`config.mk`:
```
export PLATFORM = sky130hd
export DESIGN_NAME = port_pin_override_mux
export DESIGN_NICKNAME = d
export VERILOG_FILES = /design/src/include/port_pin_override_mux_pkg.sv /design/src/verilog/pin_sync3.sv /design/src/verilog/port_pin_override_mux.sv
export VERILOG_INCLUDE_DIRS = /design/src /design/src/include
export SDC_FILE = /design/constraint.sdc
export NUM_CORES = 1
export LEC_CHECK = 0
export BUFFER_PORTS_ARGS = -buffer_cell sky130_fd_sc_hd__buf_2
export CAP_MARGIN = 40
export CORE_MARGIN = 10
export CORE_UTILIZATION = 31
export CTS_CLUSTER_SIZE = 8
export DETAILED_ROUTE_END_ITERATION = 10
export HOLD_SLACK_MARGIN = 0.08
export PLACE_DENSITY = 0.75
export SLEW_MARGIN = 40
export SYNTH_ARGS = -nofsm -noshare
export SYNTH_HDL_FRONTEND = slang
export SYNTH_SLANG_ARGS = --single-unit
```
`constraint.sdc`:
```
create_clock -name clk_sys -period 3.1 [get_ports clk_sys]
set_input_delay 0.155 -clock clk_sys [delete_from_list [all_inputs] [get_ports clk_sys]]
set_output_delay 0.155 -clock clk_sys [all_outputs]
set_load 0.005 [all_outputs]
```
`src/include/port_pin_override_mux_defines.svh`:
```
`ifndef PORT_PIN_OVERRIDE_MUX_DEFINES_SVH
`define PORT_PIN_OVERRIDE_MUX_DEFINES_SVH

// Register byte offsets
`define OFS_PIN_IN   12'h000
`define OFS_DIR      12'h004
`define OFS_LATCH    12'h008
`define OFS_CTRL     12'h00c
`define OFS_STATUS   12'h010

// Control register fields
`define CTRL_PULLUP_DIS_BIT  0
`define CTRL_ASYNC_TMR_BIT   1
`define CTRL_EXT_CLK_BIT     2
`define CTRL_RST_VAL    3'h0

// Status register fields
`define STAT_CLK7_BIT   0
`define STAT_CLAMP_BIT  1

// Port register reset value
`define PORT_RST_VAL    8'h00

// Index of the oscillator pin
`define OSC_PIN_IDX     7

`endif

```
`src/include/port_pin_override_mux_pkg.sv`:
```
package port_pin_override_mux_pkg;

  // Processor sleep state, from the sleep controller
  typedef enum logic [2:0] {
    SLP_ACTIVE    = 3'b000,
    SLP_IDLE      = 3'b001,
    SLP_ADC_NR    = 3'b010,
    SLP_PDOWN     = 3'b011,
    SLP_PSAVE     = 3'b100,
    SLP_STANDBY   = 3'b110,
    SLP_EXT_STDBY = 3'b111
  } sleep_mode_t;

  // Decoded register selection
  typedef enum logic [2:0] {
    SEL_NONE   = 3'b000,
    SEL_PIN    = 3'b001,
    SEL_DIR    = 3'b010,
    SEL_LATCH  = 3'b011,
    SEL_CTRL   = 3'b100,
    SEL_STATUS = 3'b101
  } reg_sel_t;

endpackage

```
`src/verilog/pin_sync3.sv`:
```
// Three-stage pad synchroniser; output moves once stages two and three agree
module pin_sync3 #(
  parameter int WIDTH = 8
) (
  // Clock and reset
  input  wire logic             clk_sys,
  input  wire logic             sys_rst,
  // Asynchronous pad levels
  input  wire logic [WIDTH-1:0] async_in,
  // Filtered synchronous levels
  output logic      [WIDTH-1:0] sync_out
);

  logic [WIDTH-1:0] st1_ff;   // Metastability catcher, read by st2 only
  logic [WIDTH-1:0] st2_ff;   // Second stage
  logic [WIDTH-1:0] st3_ff;   // Third stage
  logic [WIDTH-1:0] out_ff;   // Accepted level

  // Shift chain
  always_ff @(posedge clk_sys) begin
    if (sys_rst) begin
      st1_ff <= '0;
      st2_ff <= '0;
      st3_ff <= '0;
    end else begin
      st1_ff <= async_in;
      st2_ff <= st1_ff;
      st3_ff <= st2_ff;
    end
  end

  // Accept a level only when the last two stages agree
  always_ff @(posedge clk_sys) begin
    if (sys_rst) begin
      out_ff <= '0;
    end else begin
      out_ff <= (st2_ff & st3_ff) | (out_ff & (st2_ff | st3_ff));
    end
  end

  assign sync_out = out_ff;

endmodule

```
`src/verilog/port_pin_override_mux.sv`:
```
// The placing of the registers and the APB register port were chosen for this implementation.
`include "port_pin_override_mux_defines.svh"

module port_pin_override_mux #(
  parameter int NPINS = 8
) (
  // Clock and reset
  input  wire logic                                  clk_sys,
  input  wire logic                                  sys_rst,
  // APB slave
  input  wire logic                                  psel,
  input  wire logic                                  penable,
  input  wire logic                                  pwrite,
  input  wire logic [11:0]                           paddr,
  input  wire logic [31:0]                           pwdata,
  output logic      [31:0]                           prdata,
  output logic                                       pready,
  output logic                                       pslverr,
  // Global state from sleep and clock systems
  input  wire port_pin_override_mux_pkg::sleep_mode_t sleep_mode,
  input  wire logic                                  main_osc_on_pin7,
  input  wire logic [NPINS-1:0]                      ext_irq_en,
  // Per-pin overrides from peripheral modules
  input  wire logic [NPINS-1:0]                      pullup_override_en,
  input  wire logic [NPINS-1:0]                      pullup_override_val,
  input  wire logic [NPINS-1:0]                      dir_override_en,
  input  wire logic [NPINS-1:0]                      dir_override_val,
  input  wire logic [NPINS-1:0]                      value_override_en,
  input  wire logic [NPINS-1:0]                      value_override_val,
  input  wire logic [NPINS-1:0]                      toggle_override_en,
  input  wire logic [NPINS-1:0]                      input_en_override_en,
  input  wire logic [NPINS-1:0]                      input_en_override_val,
  // Signals handed to peripheral modules
  output logic      [NPINS-1:0]                      raw_digital_input,
  output logic      [NPINS-1:0]                      pin_change_src,
  // Analog path, both directions
  input  wire logic [NPINS-1:0]                      analog_pad_path_oe,
  input  wire logic [NPINS-1:0]                      analog_pad_path_out,
  output logic      [NPINS-1:0]                      analog_pad_path_in,
  // Pads
  input  wire logic [NPINS-1:0]                      pad_in,
  output logic      [NPINS-1:0]                      pad_out,
  output logic      [NPINS-1:0]                      pad_oe,
  output logic      [NPINS-1:0]                      pad_pullup_en
);

  import port_pin_override_mux_pkg::*;

  // Bit seven logic and the 32-bit data bus bound the width
  if (NPINS < 8 || NPINS > 32) begin : g_bad_width
    $error("NPINS must lie in 8..32");
  end

  localparam int OSC = `OSC_PIN_IDX;

  logic [NPINS-1:0] dir_ff;        // Direction bits
  logic [NPINS-1:0] latch_ff;      // Output latch bits
  logic [2:0]       ctrl_ff;       // Pull-up disable, async select, ext clock
  logic [31:0]      rdata_ff;      // Read data captured in setup phase
  logic [NPINS-1:0] pin_sync;      // Synchronised pin levels
  logic [NPINS-1:0] drv_en;        // Output driver enables
  logic [NPINS-1:0] din_en;        // Digital input buffer enables
  logic [NPINS-1:0] pu_en;         // Pull-up enables before reset gating
  logic [NPINS-1:0] nxt_latch;     // Next latch value
  logic             wr_access;     // Write completes this edge
  logic             rd_setup;      // Read setup cycle
  logic             pullup_dis;    // Global pull-up disable
  logic             clk7;          // Bit seven serves as clock pin
  logic             deep_sleep;    // Sleep state that clamps inputs
  reg_sel_t         sel;           // Decoded register

  // Address decode, used by read capture, writes and error answer
  function automatic reg_sel_t decode(input logic [11:0] addr);
    unique case (addr)
      `OFS_PIN_IN: decode = SEL_PIN;
      `OFS_DIR:    decode = SEL_DIR;
      `OFS_LATCH:  decode = SEL_LATCH;
      `OFS_CTRL:   decode = SEL_CTRL;
      `OFS_STATUS: decode = SEL_STATUS;
      default:     decode = SEL_NONE;
    endcase
  endfunction

  // One decode serves every pin of the port
  assign sel       = decode(paddr);
  assign wr_access = psel & penable & pwrite;
  assign rd_setup  = psel & ~penable & ~pwrite;

  // Zero-wait slave; unmapped addresses answer with an error
  assign pready  = 1'b1;
  assign pslverr = psel & penable & (sel == SEL_NONE);
  assign prdata  = rdata_ff;

  // Shared global controls
  assign pullup_dis = ctrl_ff[`CTRL_PULLUP_DIS_BIT];

  // Crystal on bit seven, timer or main oscillator
  assign clk7 = (ctrl_ff[`CTRL_ASYNC_TMR_BIT] & ~ctrl_ff[`CTRL_EXT_CLK_BIT])
              | main_osc_on_pin7;

  // Deep sleep states that clamp floating inputs
  assign deep_sleep = (sleep_mode == SLP_PDOWN) | (sleep_mode == SLP_PSAVE)
                    | (sleep_mode == SLP_STANDBY);

  // Control register
  always_ff @(posedge clk_sys) begin
    if (sys_rst) begin
      ctrl_ff <= `CTRL_RST_VAL;
    end else if (wr_access && sel == SEL_CTRL) begin
      ctrl_ff <= pwdata[2:0];
    end
  end

  // Direction register
  always_ff @(posedge clk_sys) begin
    if (sys_rst) begin
      dir_ff <= NPINS'(`PORT_RST_VAL);
    end else if (wr_access && sel == SEL_DIR) begin
      dir_ff <= pwdata[NPINS-1:0];
    end
  end

  // Latch next value: write, pin-register toggle, module toggle
  always_comb begin
    nxt_latch = latch_ff;
    if (wr_access && sel == SEL_LATCH) begin
      nxt_latch = pwdata[NPINS-1:0];
    end else if (wr_access && sel == SEL_PIN) begin
      nxt_latch = latch_ff ^ pwdata[NPINS-1:0];
    end
    // A module toggle on top of a software toggle flips twice
    nxt_latch = nxt_latch ^ toggle_override_en;
  end

  // Output latch register
  always_ff @(posedge clk_sys) begin
    if (sys_rst) begin
      latch_ff <= NPINS'(`PORT_RST_VAL);
    end else begin
      latch_ff <= nxt_latch;
    end
  end

  // Read data captured during setup so it comes from a flip-flop
  always_ff @(posedge clk_sys) begin
    if (sys_rst) begin
      rdata_ff <= '0;
    end else if (rd_setup) begin
      rdata_ff <= '0;
      unique case (sel)
        // Bit seven reads zero while it is a clock pin
        SEL_PIN: begin
          rdata_ff[NPINS-1:0] <= pin_sync;
          rdata_ff[OSC]       <= pin_sync[OSC] & ~clk7;
        end
        SEL_DIR: begin
          rdata_ff[NPINS-1:0] <= dir_ff;
          rdata_ff[OSC]       <= dir_ff[OSC] & ~clk7;
        end
        SEL_LATCH: begin
          rdata_ff[NPINS-1:0] <= latch_ff;
          rdata_ff[OSC]       <= latch_ff[OSC] & ~clk7;
        end
        SEL_CTRL: begin
          rdata_ff[2:0] <= ctrl_ff;
        end
        SEL_STATUS: begin
          rdata_ff[`STAT_CLK7_BIT]  <= clk7;
          rdata_ff[`STAT_CLAMP_BIT] <= deep_sleep;
        end
        SEL_NONE: begin
          rdata_ff <= '0;
        end
      endcase
    end
  end

  // Per-pin override muxes
  for (genvar i = 0; i < NPINS; i++) begin : g_pin
    logic pu_ovr_en;    // Effective pull-up override enable
    logic pu_ovr_val;   // Effective pull-up override value
    logic drv_ovr_en;   // Effective direction override enable
    logic drv_ovr_val;  // Effective direction override value
    logic in_ovr_en;    // Effective input-enable override enable
    logic in_ovr_val;   // Effective input-enable override value
    logic clkp;         // This pin is the detached clock pin

    // Idle modules tie enables low, leaving plain I/O
    assign clkp        = (i == OSC) ? clk7 : 1'b0;
    // Clock pin: pull-up, driver and input all forced off
    assign pu_ovr_en   = pullup_override_en[i] | clkp;
    assign pu_ovr_val  = pullup_override_val[i] & ~clkp;
    assign drv_ovr_en  = dir_override_en[i] | clkp;
    assign drv_ovr_val = dir_override_val[i] & ~clkp;
    assign in_ovr_en   = input_en_override_en[i] | clkp;
    assign in_ovr_val  = input_en_override_val[i] & ~clkp;

    // Pull-up select
    assign pu_en[i] = pu_ovr_en ? pu_ovr_val : (~dir_ff[i] & latch_ff[i] & ~pullup_dis);

    // Driver enable select
    assign drv_en[i] = drv_ovr_en ? drv_ovr_val : dir_ff[i];

    // Input enable: override, else clamp unless interrupt keeps it
    assign din_en[i] = in_ovr_en ? in_ovr_val
                                 : ~(deep_sleep & ~ext_irq_en[i]);

    // Pad drive; analog path takes the pad straight
    assign pad_oe[i]  = ~sys_rst & (analog_pad_path_oe[i] | drv_en[i]);
    assign pad_out[i] = analog_pad_path_oe[i] ? analog_pad_path_out[i]
                      : (value_override_en[i] ? value_override_val[i]
                                              : latch_ff[i]);
  end

  // Pull-ups released while reset holds the pins tri-stated
  assign pad_pullup_en = pu_en & {NPINS{~sys_rst}};

  // Analog pad level, no digital logic in between
  assign analog_pad_path_in = pad_in;

  // Buffered, clamped, unsynchronised input for modules
  assign raw_digital_input = pad_in & din_en;

  // Port's own synchroniser for the pin register
  pin_sync3 #(
    .WIDTH    (NPINS)
  ) u_sync (
    .clk_sys  (clk_sys),
    .sys_rst  (sys_rst),
    .async_in (raw_digital_input),
    .sync_out (pin_sync)
  );

  // Each bit, seven among them, feeds pin-change logic
  assign pin_change_src = raw_digital_input;
endmodule

```
Word level (Yosys, flattened, before mapping)
Index checks and enable logic that the tools add are counted.
- bits in registers: 59
- latch bits: 0
- memory bits (writable): 0
- memory bits (read-only): 0
- bits of input ports: 157
- output and inout bits: 82
- logic and storage cells: 168
- memories: 0
- add/sub/neg operators: 0
- multipliers: 0
- divide/modulo/power cells: 0
- magnitude comparators: 0
- equality and inequality tests: 12
- shifts and indexed selects: 0
- muxes and demuxes: 46
- bitwise operators: 96
- reductions and logical operators: 6
- operator list (kind ; count):
    1-bit bitwise AND ; 44
    1-bit two-way mux ; 40
    8-bit bitwise AND ; 4
    1-bit inverter ; 30
    12-bit by 4-bit == test with 1-bit output, second input constant ; 2
    8-bit two-way mux ; 2
    8-bit bitwise OR ; 2
    8-bit XOR ; 2
    3-bit case mux with 5 select lines ; 1
    5-bit case mux with 3 select lines ; 1
    1-bit bitwise OR ; 14
    12-bit by 3-bit == test with 1-bit output, second input constant ; 1
    12-bit by 5-bit == test with 1-bit output, second input constant ; 1
    3-bit == test, second input constant ; 4
    12-bit logical NOT ; 1
    2-bit case mux with 6 select lines ; 1
    3-bit by 2-bit == test with 1-bit output, second input constant ; 3
    1-bit logical AND ; 4
    1-bit case mux with 4 select lines ; 1
    3-bit by 1-bit == test with 1-bit output, second input constant ; 1
    3-bit logical NOT ; 1

Logic depth before layout (Yosys ltp)
Gate-level depths: netlist of the first run.
- depth after elaboration: 8
- mapped depth: 7
- mapped depth without buffers: 5

Cells and area by module
Synthesis of the first run repeated with hierarchy kept, for this count alone.
- cell total of the unflattened synthesis: 426
- area, all modules: 3480.8 um^2
- by module, submodules not included (module ; times used ; cells each ; area each (um^2) ; sequential area each (um^2)):
    port_pin_override_mux ; 1 ; 343 ; 2557.5 ; 540.5
    pin_sync3 ; 1 ; 83 ; 923.4 ; 640.6

Worst setup path after synthesis of the first run
OpenSTA, ideal clock, no wires.
- path type: input-to-reg
- from: input paddr[1]
- to: register latch_ff[2]
- library setup time: 74 ps
- arrival time: 1857 ps
- required time: 3026 ps
- setup slack: 1169 ps
- cell stages on the path: 6
- path buffers: 1
- cells stage by stage: or3_4 > or4_1 > buf_2 > or4b_1 > and4_4 > nor3_2
- word-level cells in the longest chain between the ends: 7
- elaborated cells between the ends (all ways): 13
- those cells by class: eq/ne: 6; mux: 3; bitwise: 1; reduce/logical: 3
- RTL lines (item ; line ; source):
    from (decl) ; port_pin_override_mux.sv:14 ; input wire logic [11:0] paddr,
    12-bit by 5-bit == test with 1-bit output, or another cell as far along ; port_pin_override_mux.sv:74 ; unique case (addr)
    3-bit case mux with 5 select lines * ; port_pin_override_mux.sv:74 ;
    3-bit by 1-bit == test with 1-bit output ; port_pin_override_mux.sv:128 ; end else if (wr_access && sel == SEL_PIN) begin
    1-bit logical AND ; port_pin_override_mux.sv:128 ;
    8-bit two-way mux ; port_pin_override_mux.sv:128 ;
    8-bit two-way mux * ; port_pin_override_mux.sv:126 ; if (wr_access && sel == SEL_LATCH) begin
    8-bit XOR * ; port_pin_override_mux.sv:132 ; nxt_latch = nxt_latch ^ toggle_override_en;
    to (signal assigned) ; port_pin_override_mux.sv:138 ; latch_ff <= NPINS'(`PORT_RST_VAL);
    to (signal assigned) ; port_pin_override_mux.sv:140 ; latch_ff <= nxt_latch;
    to (decl) ; port_pin_override_mux.sv:57 ; logic [NPINS-1:0] latch_ff;
Mark *: on every way between the ends. The rest lies on a longest branch, timed or not.
A chain may end at the register's enable or synchronous reset.

Final worst setup path of the first run
- from: input paddr[1]
- to: register latch_ff[7]
The elaborated chain is that of the path after synthesis.

==> results of run 1 <==
[power by group]
part / switching (mW) / internal, mW
Combinational: 0.148 / 0.159
Clock: 0.281 / 0.382
Sequential: 0.0166 / 0.779
[Yosys cell counts, types with 2 or more instances]
master and n:
o21ai_0 30, nor3b_1 5, mux2i_1 20, o31a_1 3, nand2b_1 9, o21ai_1 2
nor4_1 6, o311a_1 7, clkbuf_1 14, and3_1 3, buf_2 2, nor3_2 5
a211oi_1 7, inv_1 11, nor3_1 10, mux2_2 2, o31ai_1 5, a22oi_1 9
nand2_1 26, nor4b_1 5, buf_1 3, nor2b_1 33, a31oi_1 5, nand3_1 9
and4_4 5, a21oi_1 22, dfxtp_1 59, nor2_1 38, or4b_1 4, buf_4 41
conb_1 2
[state kept, by name, indices dropped and copies added, names as in the netlist]
| register | cells |
|---|---|
| dir_ff | 8 |
| latch_ff | 8 |
| prdata | 8 |
| u_sync.st1_ff | 8 |
| u_sync.st2_ff | 8 |
| u_sync.st3_ff | 8 |
| u_sync.sync_out | 8 |
| ctrl_ff | 3 |
[critical path, delay by kind of cell]
kind / cells / cell delay [ps]
compound gates: 1 / 230
buf+inv: 1 / 120
simple gates: 4 / 1770
[cells by family (layout without fill, tap and decap cells)]
family | after synthesis | in the layout | share of synthesized area
other | 2 | 25 | 0.00221
DFF | 59 | 59 | 0.348
buffers and inverters | 71 | 218 | 0.125
AOI/OAI and AO/OA | 94 | 94 | 0.174
muxes | 23 | 23 | 0.0722
and+or+nand+nor | 165 | 165 | 0.280
[metal layers]
metal  vias up  wire length [um]
met5         -                 0
met4         0                89
met3         9              1120
met2       164              4900
met1      1509              4830
li1       1746                 -
[worst max path at each step]
stage,start,endpoint,slack [ps],cells past startpoint
finish,paddr[1],latch_ff[7]$_SDFF_PP0_,1030,6
global route,paddr[1],latch_ff[7]$_SDFF_PP0_,950,6
CTS,paddr[1],latch_ff[3]$_SDFF_PP0_,1050,6
detailed placement,paddr[1],latch_ff[3]$_SDFF_PP0_,700,6
global placement,paddr[1],latch_ff[2]$_SDFF_PP0_,730,6
floorplan,paddr[1],latch_ff[2]$_SDFF_PP0_,1170,6
[through the flow]
step	total power, mW	hold WS [ps]
finish	1.77	107
global route	1.87	95.1
CTS	1.80	85.0
detailed placement	1.12	422
global placement	1.12	413
floorplan	0.992	299
[cell type report]
cell class                      count  area (um^2)  area share
Inverter                           11         41.3     0.00927
Sequential cell                    59         1180       0.265
Multi-Input combinational cell    307         1880       0.423
Tap cell                          140          175      0.0393
Clock buffer                       11          141      0.0317
Clock inverter                      3         40.0     0.00899
Timing Repair Buffer              193          991       0.222
==> results.toml, run 1 <==
[cts]
cts_root_buf = "clkbuf_8"
postCtsSetupRepairBufs = 0
clock_latency_ps = 330
cts.repair.resized = 0
cts_buffer_depth = 2
cts_tree = "done"
clkTransAtPathRegs_ps = 70
cts_made_buffers = 9
cts_max_level = 3
ctsHoldBuffers = 1
clock-sinks = 59

[flow_run]
max_cap_violations = 0

[cells_and_area]
nNetsFinal = 738
fillerInstances = 1112
layout_common_cells = "buf_2 (189), dfxtp_1 (59), nor2_1 (38)"
layout-drive-gt1-share = 0.382
final_cells = 724
final_core_util = 0.413
area_growth_pct = 31.2
stdcell_area_um2 = 4450
final_common_cell = "buf_2"
antenna_cells = 0

[logic_synthesis]
yosysTopAreaCell = "dfxtp_1"
synth.distinct_cells = 43
avgSynthCellArea_um2 = 8.20
syn_inst = 414
synth_seq_cells = 59
synthArstFlopShare = 0
synthTopCellsByArea = "dfxtp_1 (35%), buf_4 (9.1%), nor2b_1 (6.1%)"
synth_area_um2 = 3400
synth_warnings = 0
synth_edf_count = 0
yosys.area.top_type_share = 0.348
synth-main-ff-cell = "dfxtp_1"
synth_seq_area_share = 0.348

[floorplanning]
design.portCount = 239
start_util = 0.315
die_w_um = 125
dieArea_um2 = 15500
dieHeight_um = 125
rows = 38
core_area_um2 = 10800

[sta]
max_slew_margin = 0.588
worst_slack_ps = 1030
hold_viol_final = 0
worstMarginPinSlew_ps = 618
timing.final.crit_share = 0.667
setup-tns-final_ps = 0
fmax_mhz = 484
drv_slew = 0
finalSetupViolations = 0
rsz0062_at_grt = "false"
layout_min_cycle_time_ps = 2070
fin_skew_ps = 5.31

[detailed_routing]
avgRoutedWirePerCell_um = 15.1
drt-total-wl_um = 10900
via_count = 3428
drtPass1Iterations = 4
via_per_inst = 4.73
drt_iter0_drc = 162
antenna_left = 0
drc = 0

[setup_path]
reg2reg_from = "ctrl_ff[0]$_SDFFE_PP0P_"
cp.required_ps = 3300
path_cells = "buf_2 > or3_4 > or4_1 > or4b_1 > a31oi_1 > nor3_2"
r2r-end = "prdata[0]$_SDFFE_PP0P_"
cp-start-kind = "input pin"
r2r_setup_slack_ps = 1580
slowest_stage = "or4_1"
worst_ep_arrival_time_ps = 2270
crit_path_end_kind = "flip-flop"
reg2reg_depth = 4
cpPeakStageDelay_ps = 720
crit_fanout = 16
crit_type = "input pin to flip-flop"

[worst_hold_path]
hold_depth = 3
hold_class = "input pin to flip-flop"
min_from = "pwdata[0]"
holdPathEnd = "dir_ff[0]$_SDFFE_PP0P_"

[grt]
gr-total-overflow = 0
grt_pass1_vias = 3425
grt_pass1_wl_um = 17100
grt_max_degree = 49
grtUsageMet2 = 0.206
use_met3 = 0.0664
antenna_found_initial = 1
grt_most_used_layer = "met2"
grtUsageTotal = 0.132
use_met1 = 0.157

[placement]
portBuffers = 189
dp_hpwl_um = 8770
place_ws_ps = 700
place_area_um2 = 4260
gp_congestion = 0.783
dp.cells = 709

[pwr]
power_leakage_nw = 2.08
cellPowerDensity_nw_per_um2 = 396
vdd_ir_drop_max_mv = 0.174

[run_status]
status = "finished, final reports clean"
Note: power is estimated with default switching activity, not from simulation.
==> run 2: changes to the inputs <==
--- a/config.mk
+++ b/config.mk
@@ -13,7 +13,7 @@
 export CTS_CLUSTER_SIZE = 8
 export DETAILED_ROUTE_END_ITERATION = 10
 export HOLD_SLACK_MARGIN = 0.08
-export PLACE_DENSITY = 0.75
+export PLACE_DENSITY = 0.78
 export SLEW_MARGIN = 40
 export SYNTH_ARGS = -nofsm -noshare
 export SYNTH_HDL_FRONTEND = slang
==> constraint.sdc (replaced) <==
create_clock -name clk_sys -period 1.7 [get_ports clk_sys]
set_input_delay 0.085 -clock clk_sys [delete_from_list [all_inputs] [get_ports clk_sys]]
set_output_delay 0.085 -clock clk_sys [all_outputs]
set_load 0.005 [all_outputs]
==> run 2 against run 1 <==
The run now ends with negative setup slack left. Register-to-register slack worse by 1500 ps. Die area did not move. Setup slack got worse by 1000 ps. Critical path depth increased by 1. Count of clock-buffer cells in the layout down 2. Critical path type unchanged. Critical endpoint unchanged. Largest cell class unchanged.
==> results.toml, run 2 (same netlist as run 1, synthesis figures left out) <==
[floorplanning]
dieArea_um2 = 15500
dieHeight_um = 125
core_area_um2 = 10800
design.portCount = 239
die_w_um = 125
start_util = 0.315
rows = 38

[pwr]
vdd_ir_drop_max_mv = 0.356
power_frac_comb = 0.189
pwr-share-clk = 0.383
p_seq_frac = 0.429
cellPowerDensity_nw_per_um2 = 688
p_switching_uw = 937
p_int_mw = 2.45
power_leakage_nw = 2.29
swShare = 0.277

[grt]
grt_most_used_layer = "met2"
use_met3 = 0.0706
use_met1 = 0.165
grt_max_degree = 38
antenna_found_initial = 1
gr-total-overflow = 0
grtUsageMet2 = 0.225
grt_pass1_wl_um = 18400
grtUsageTotal = 0.141
grt_pass1_vias = 3834

[cells_and_area]
multi_input_area_um2 = 1970
fillerInstances = 1092
layout_common_cells = "buf_2 (188), dfxtp_1 (57), nor2_1 (38)"
ff_latch_area_um2 = 1180
layout-drive-gt1-share = 0.424
final_core_util = 0.456
final_common_cell = "buf_2"
area_growth_pct = 45.0
nNetsFinal = 780

[sta]
timing.final.crit_share = 1.01
hold_viol_final = 0
worstMarginPinSlew_ps = 568
rsz0062_at_grt = "true"
finalSetupViolations = 2
layout_min_cycle_time_ps = 1710
worst_slack_ps = -13.6
setup-tns-final_ps = -21.7
fin_skew_ps = 6.10
max_slew_margin = 0.620
drv_slew = 0
fmax_mhz = 584

[setup_path]
r2r-end = "prdata[2]$_SDFFE_PP0P_"
reg2reg_from = "latch_ff[2]$_SDFF_PP0_"
reg2reg_depth = 4
cp-start-kind = "input pin"
crit_fanout = 5
r2r_setup_slack_ps = 80
cp.required_ps = 1920
worst_ep_arrival_time_ps = 1940
crit_path_end_kind = "flip-flop"
crit_type = "input pin to flip-flop"

[placement]
dp_hpwl_um = 9230
gp_congestion = 0.812
portBuffers = 189
place_ws_ps = -398

[run_status]
status = "finished, violations left"
violations = "negative setup slack"

[worst_hold_path]
hold_class = "input pin to flip-flop"
holdPathEnd = "u_sync.st1_ff[0]$_SDFF_PP0_"
min_from = "pad_in[0]"
hold_depth = 3

[cts]
cts_max_level = 3
clock_latency_ps = 340
cts_made_buffers = 9
clock-sinks = 59
cts_root_buf = "clkbuf_8"
cts_tree = "done"
cts_buffer_depth = 2
clkTransAtPathRegs_ps = 80

[detailed_routing]
antenna_left = 0
drtPass1Iterations = 4
drt-total-wl_um = 11500
via_per_inst = 4.71
drc = 0
drt_iter0_drc = 128
avgRoutedWirePerCell_um = 15.0
via_count = 3621

[flow_run]
max_cap_violations = 0
[run 2: cell types whose count changed in the layout (fill, tap and decap cells not counted), sizes merged]
| cell | before | now |
|---|---|---|
| dlygate4sd3 | 1 | 19 |
| clkbuf | 11 | 9 |
| inv | 11 | 13 |
| diode | 0 | 1 |
| buf | 192 | 216 |
| clkinvlp | 0 | 2 |
[run 2: power groups by stage]
stage	Clock [mW]	Combinational [mW]	Sequential, mW
final	1.30	0.639	1.45
after global routing	1.40	0.718	1.46
after CTS	1.33	0.627	1.45
after detailed placement	0	0.589	1.48
after global placement	0	0.579	1.48
after floorplan	0	0.339	1.47
[run 2: routing by layer]
metal	part of all wire	wire length, um
met2	0.45	5230
met4	0.011	129
met1	0.43	4960
met3	0.10	1190
met5	0	0
[run 2: critical path, stage by stage]
cell and delay, ps:
buf_6 100, or3_4 380, or4_4 430, buf_6 150, or4b_4 480, a31oi_1 250, nor3_2 50
[run 2: final cells by class]
class | instances | area share
Clock buffer | 9 | 0.0252
Tap cell | 140 | 0.0356
Inverter | 11 | 0.00839
Antenna cell | 1 | 0.000508
Multi-Input combinational cell | 307 | 0.401
Sequential cell | 59 | 0.240
Timing Repair Buffer | 235 | 0.274
Clock inverter | 7 | 0.0155
[run 2: worst max-delay path by stage]
stage | endpoint | startpoint | depth (start not counted) | slack (ps)
detailed placement | latch_ff[7]$_SDFF_PP0_ | paddr[1] | 7 | -400
global placement | latch_ff[4]$_SDFF_PP0_ | paddr[1] | 7 | -340
global route | latch_ff[4]$_SDFF_PP0_ | paddr[1] | 7 | -30
finish | latch_ff[7]$_SDFF_PP0_ | paddr[1] | 7 | -10
floorplan | latch_ff[2]$_SDFF_PP0_ | paddr[1] | 6 | -160
CTS | latch_ff[7]$_SDFF_PP0_ | paddr[1] | 8 | 0.7
[run 2: metrics by stage]
stage                     cell area, um^2  hold WS, ps  total power [mW]  std cells
final                                4920          130              3.39        769
after detailed placement             4420          360              2.07        731
after floorplan                      3490          229              1.81        437
after global placement               4420          358              2.06        731
after CTS                            4840          116              3.41        768
after global routing                 4920          130              3.57        769
[run 2: repair_timing]
| item | CTS | global route |
|---|---|---|
| setup endpoints to repair | 4 | 11 |
| pin swaps | 0 | 3 |
| hold endpoints to repair | 21 | 0 |
| hold buffers | 19 | 0 |
| gates cloned | 1 | 0 |
| gates resized for setup | 4 | 16 |
| buffers inserted | 1 | 0 |
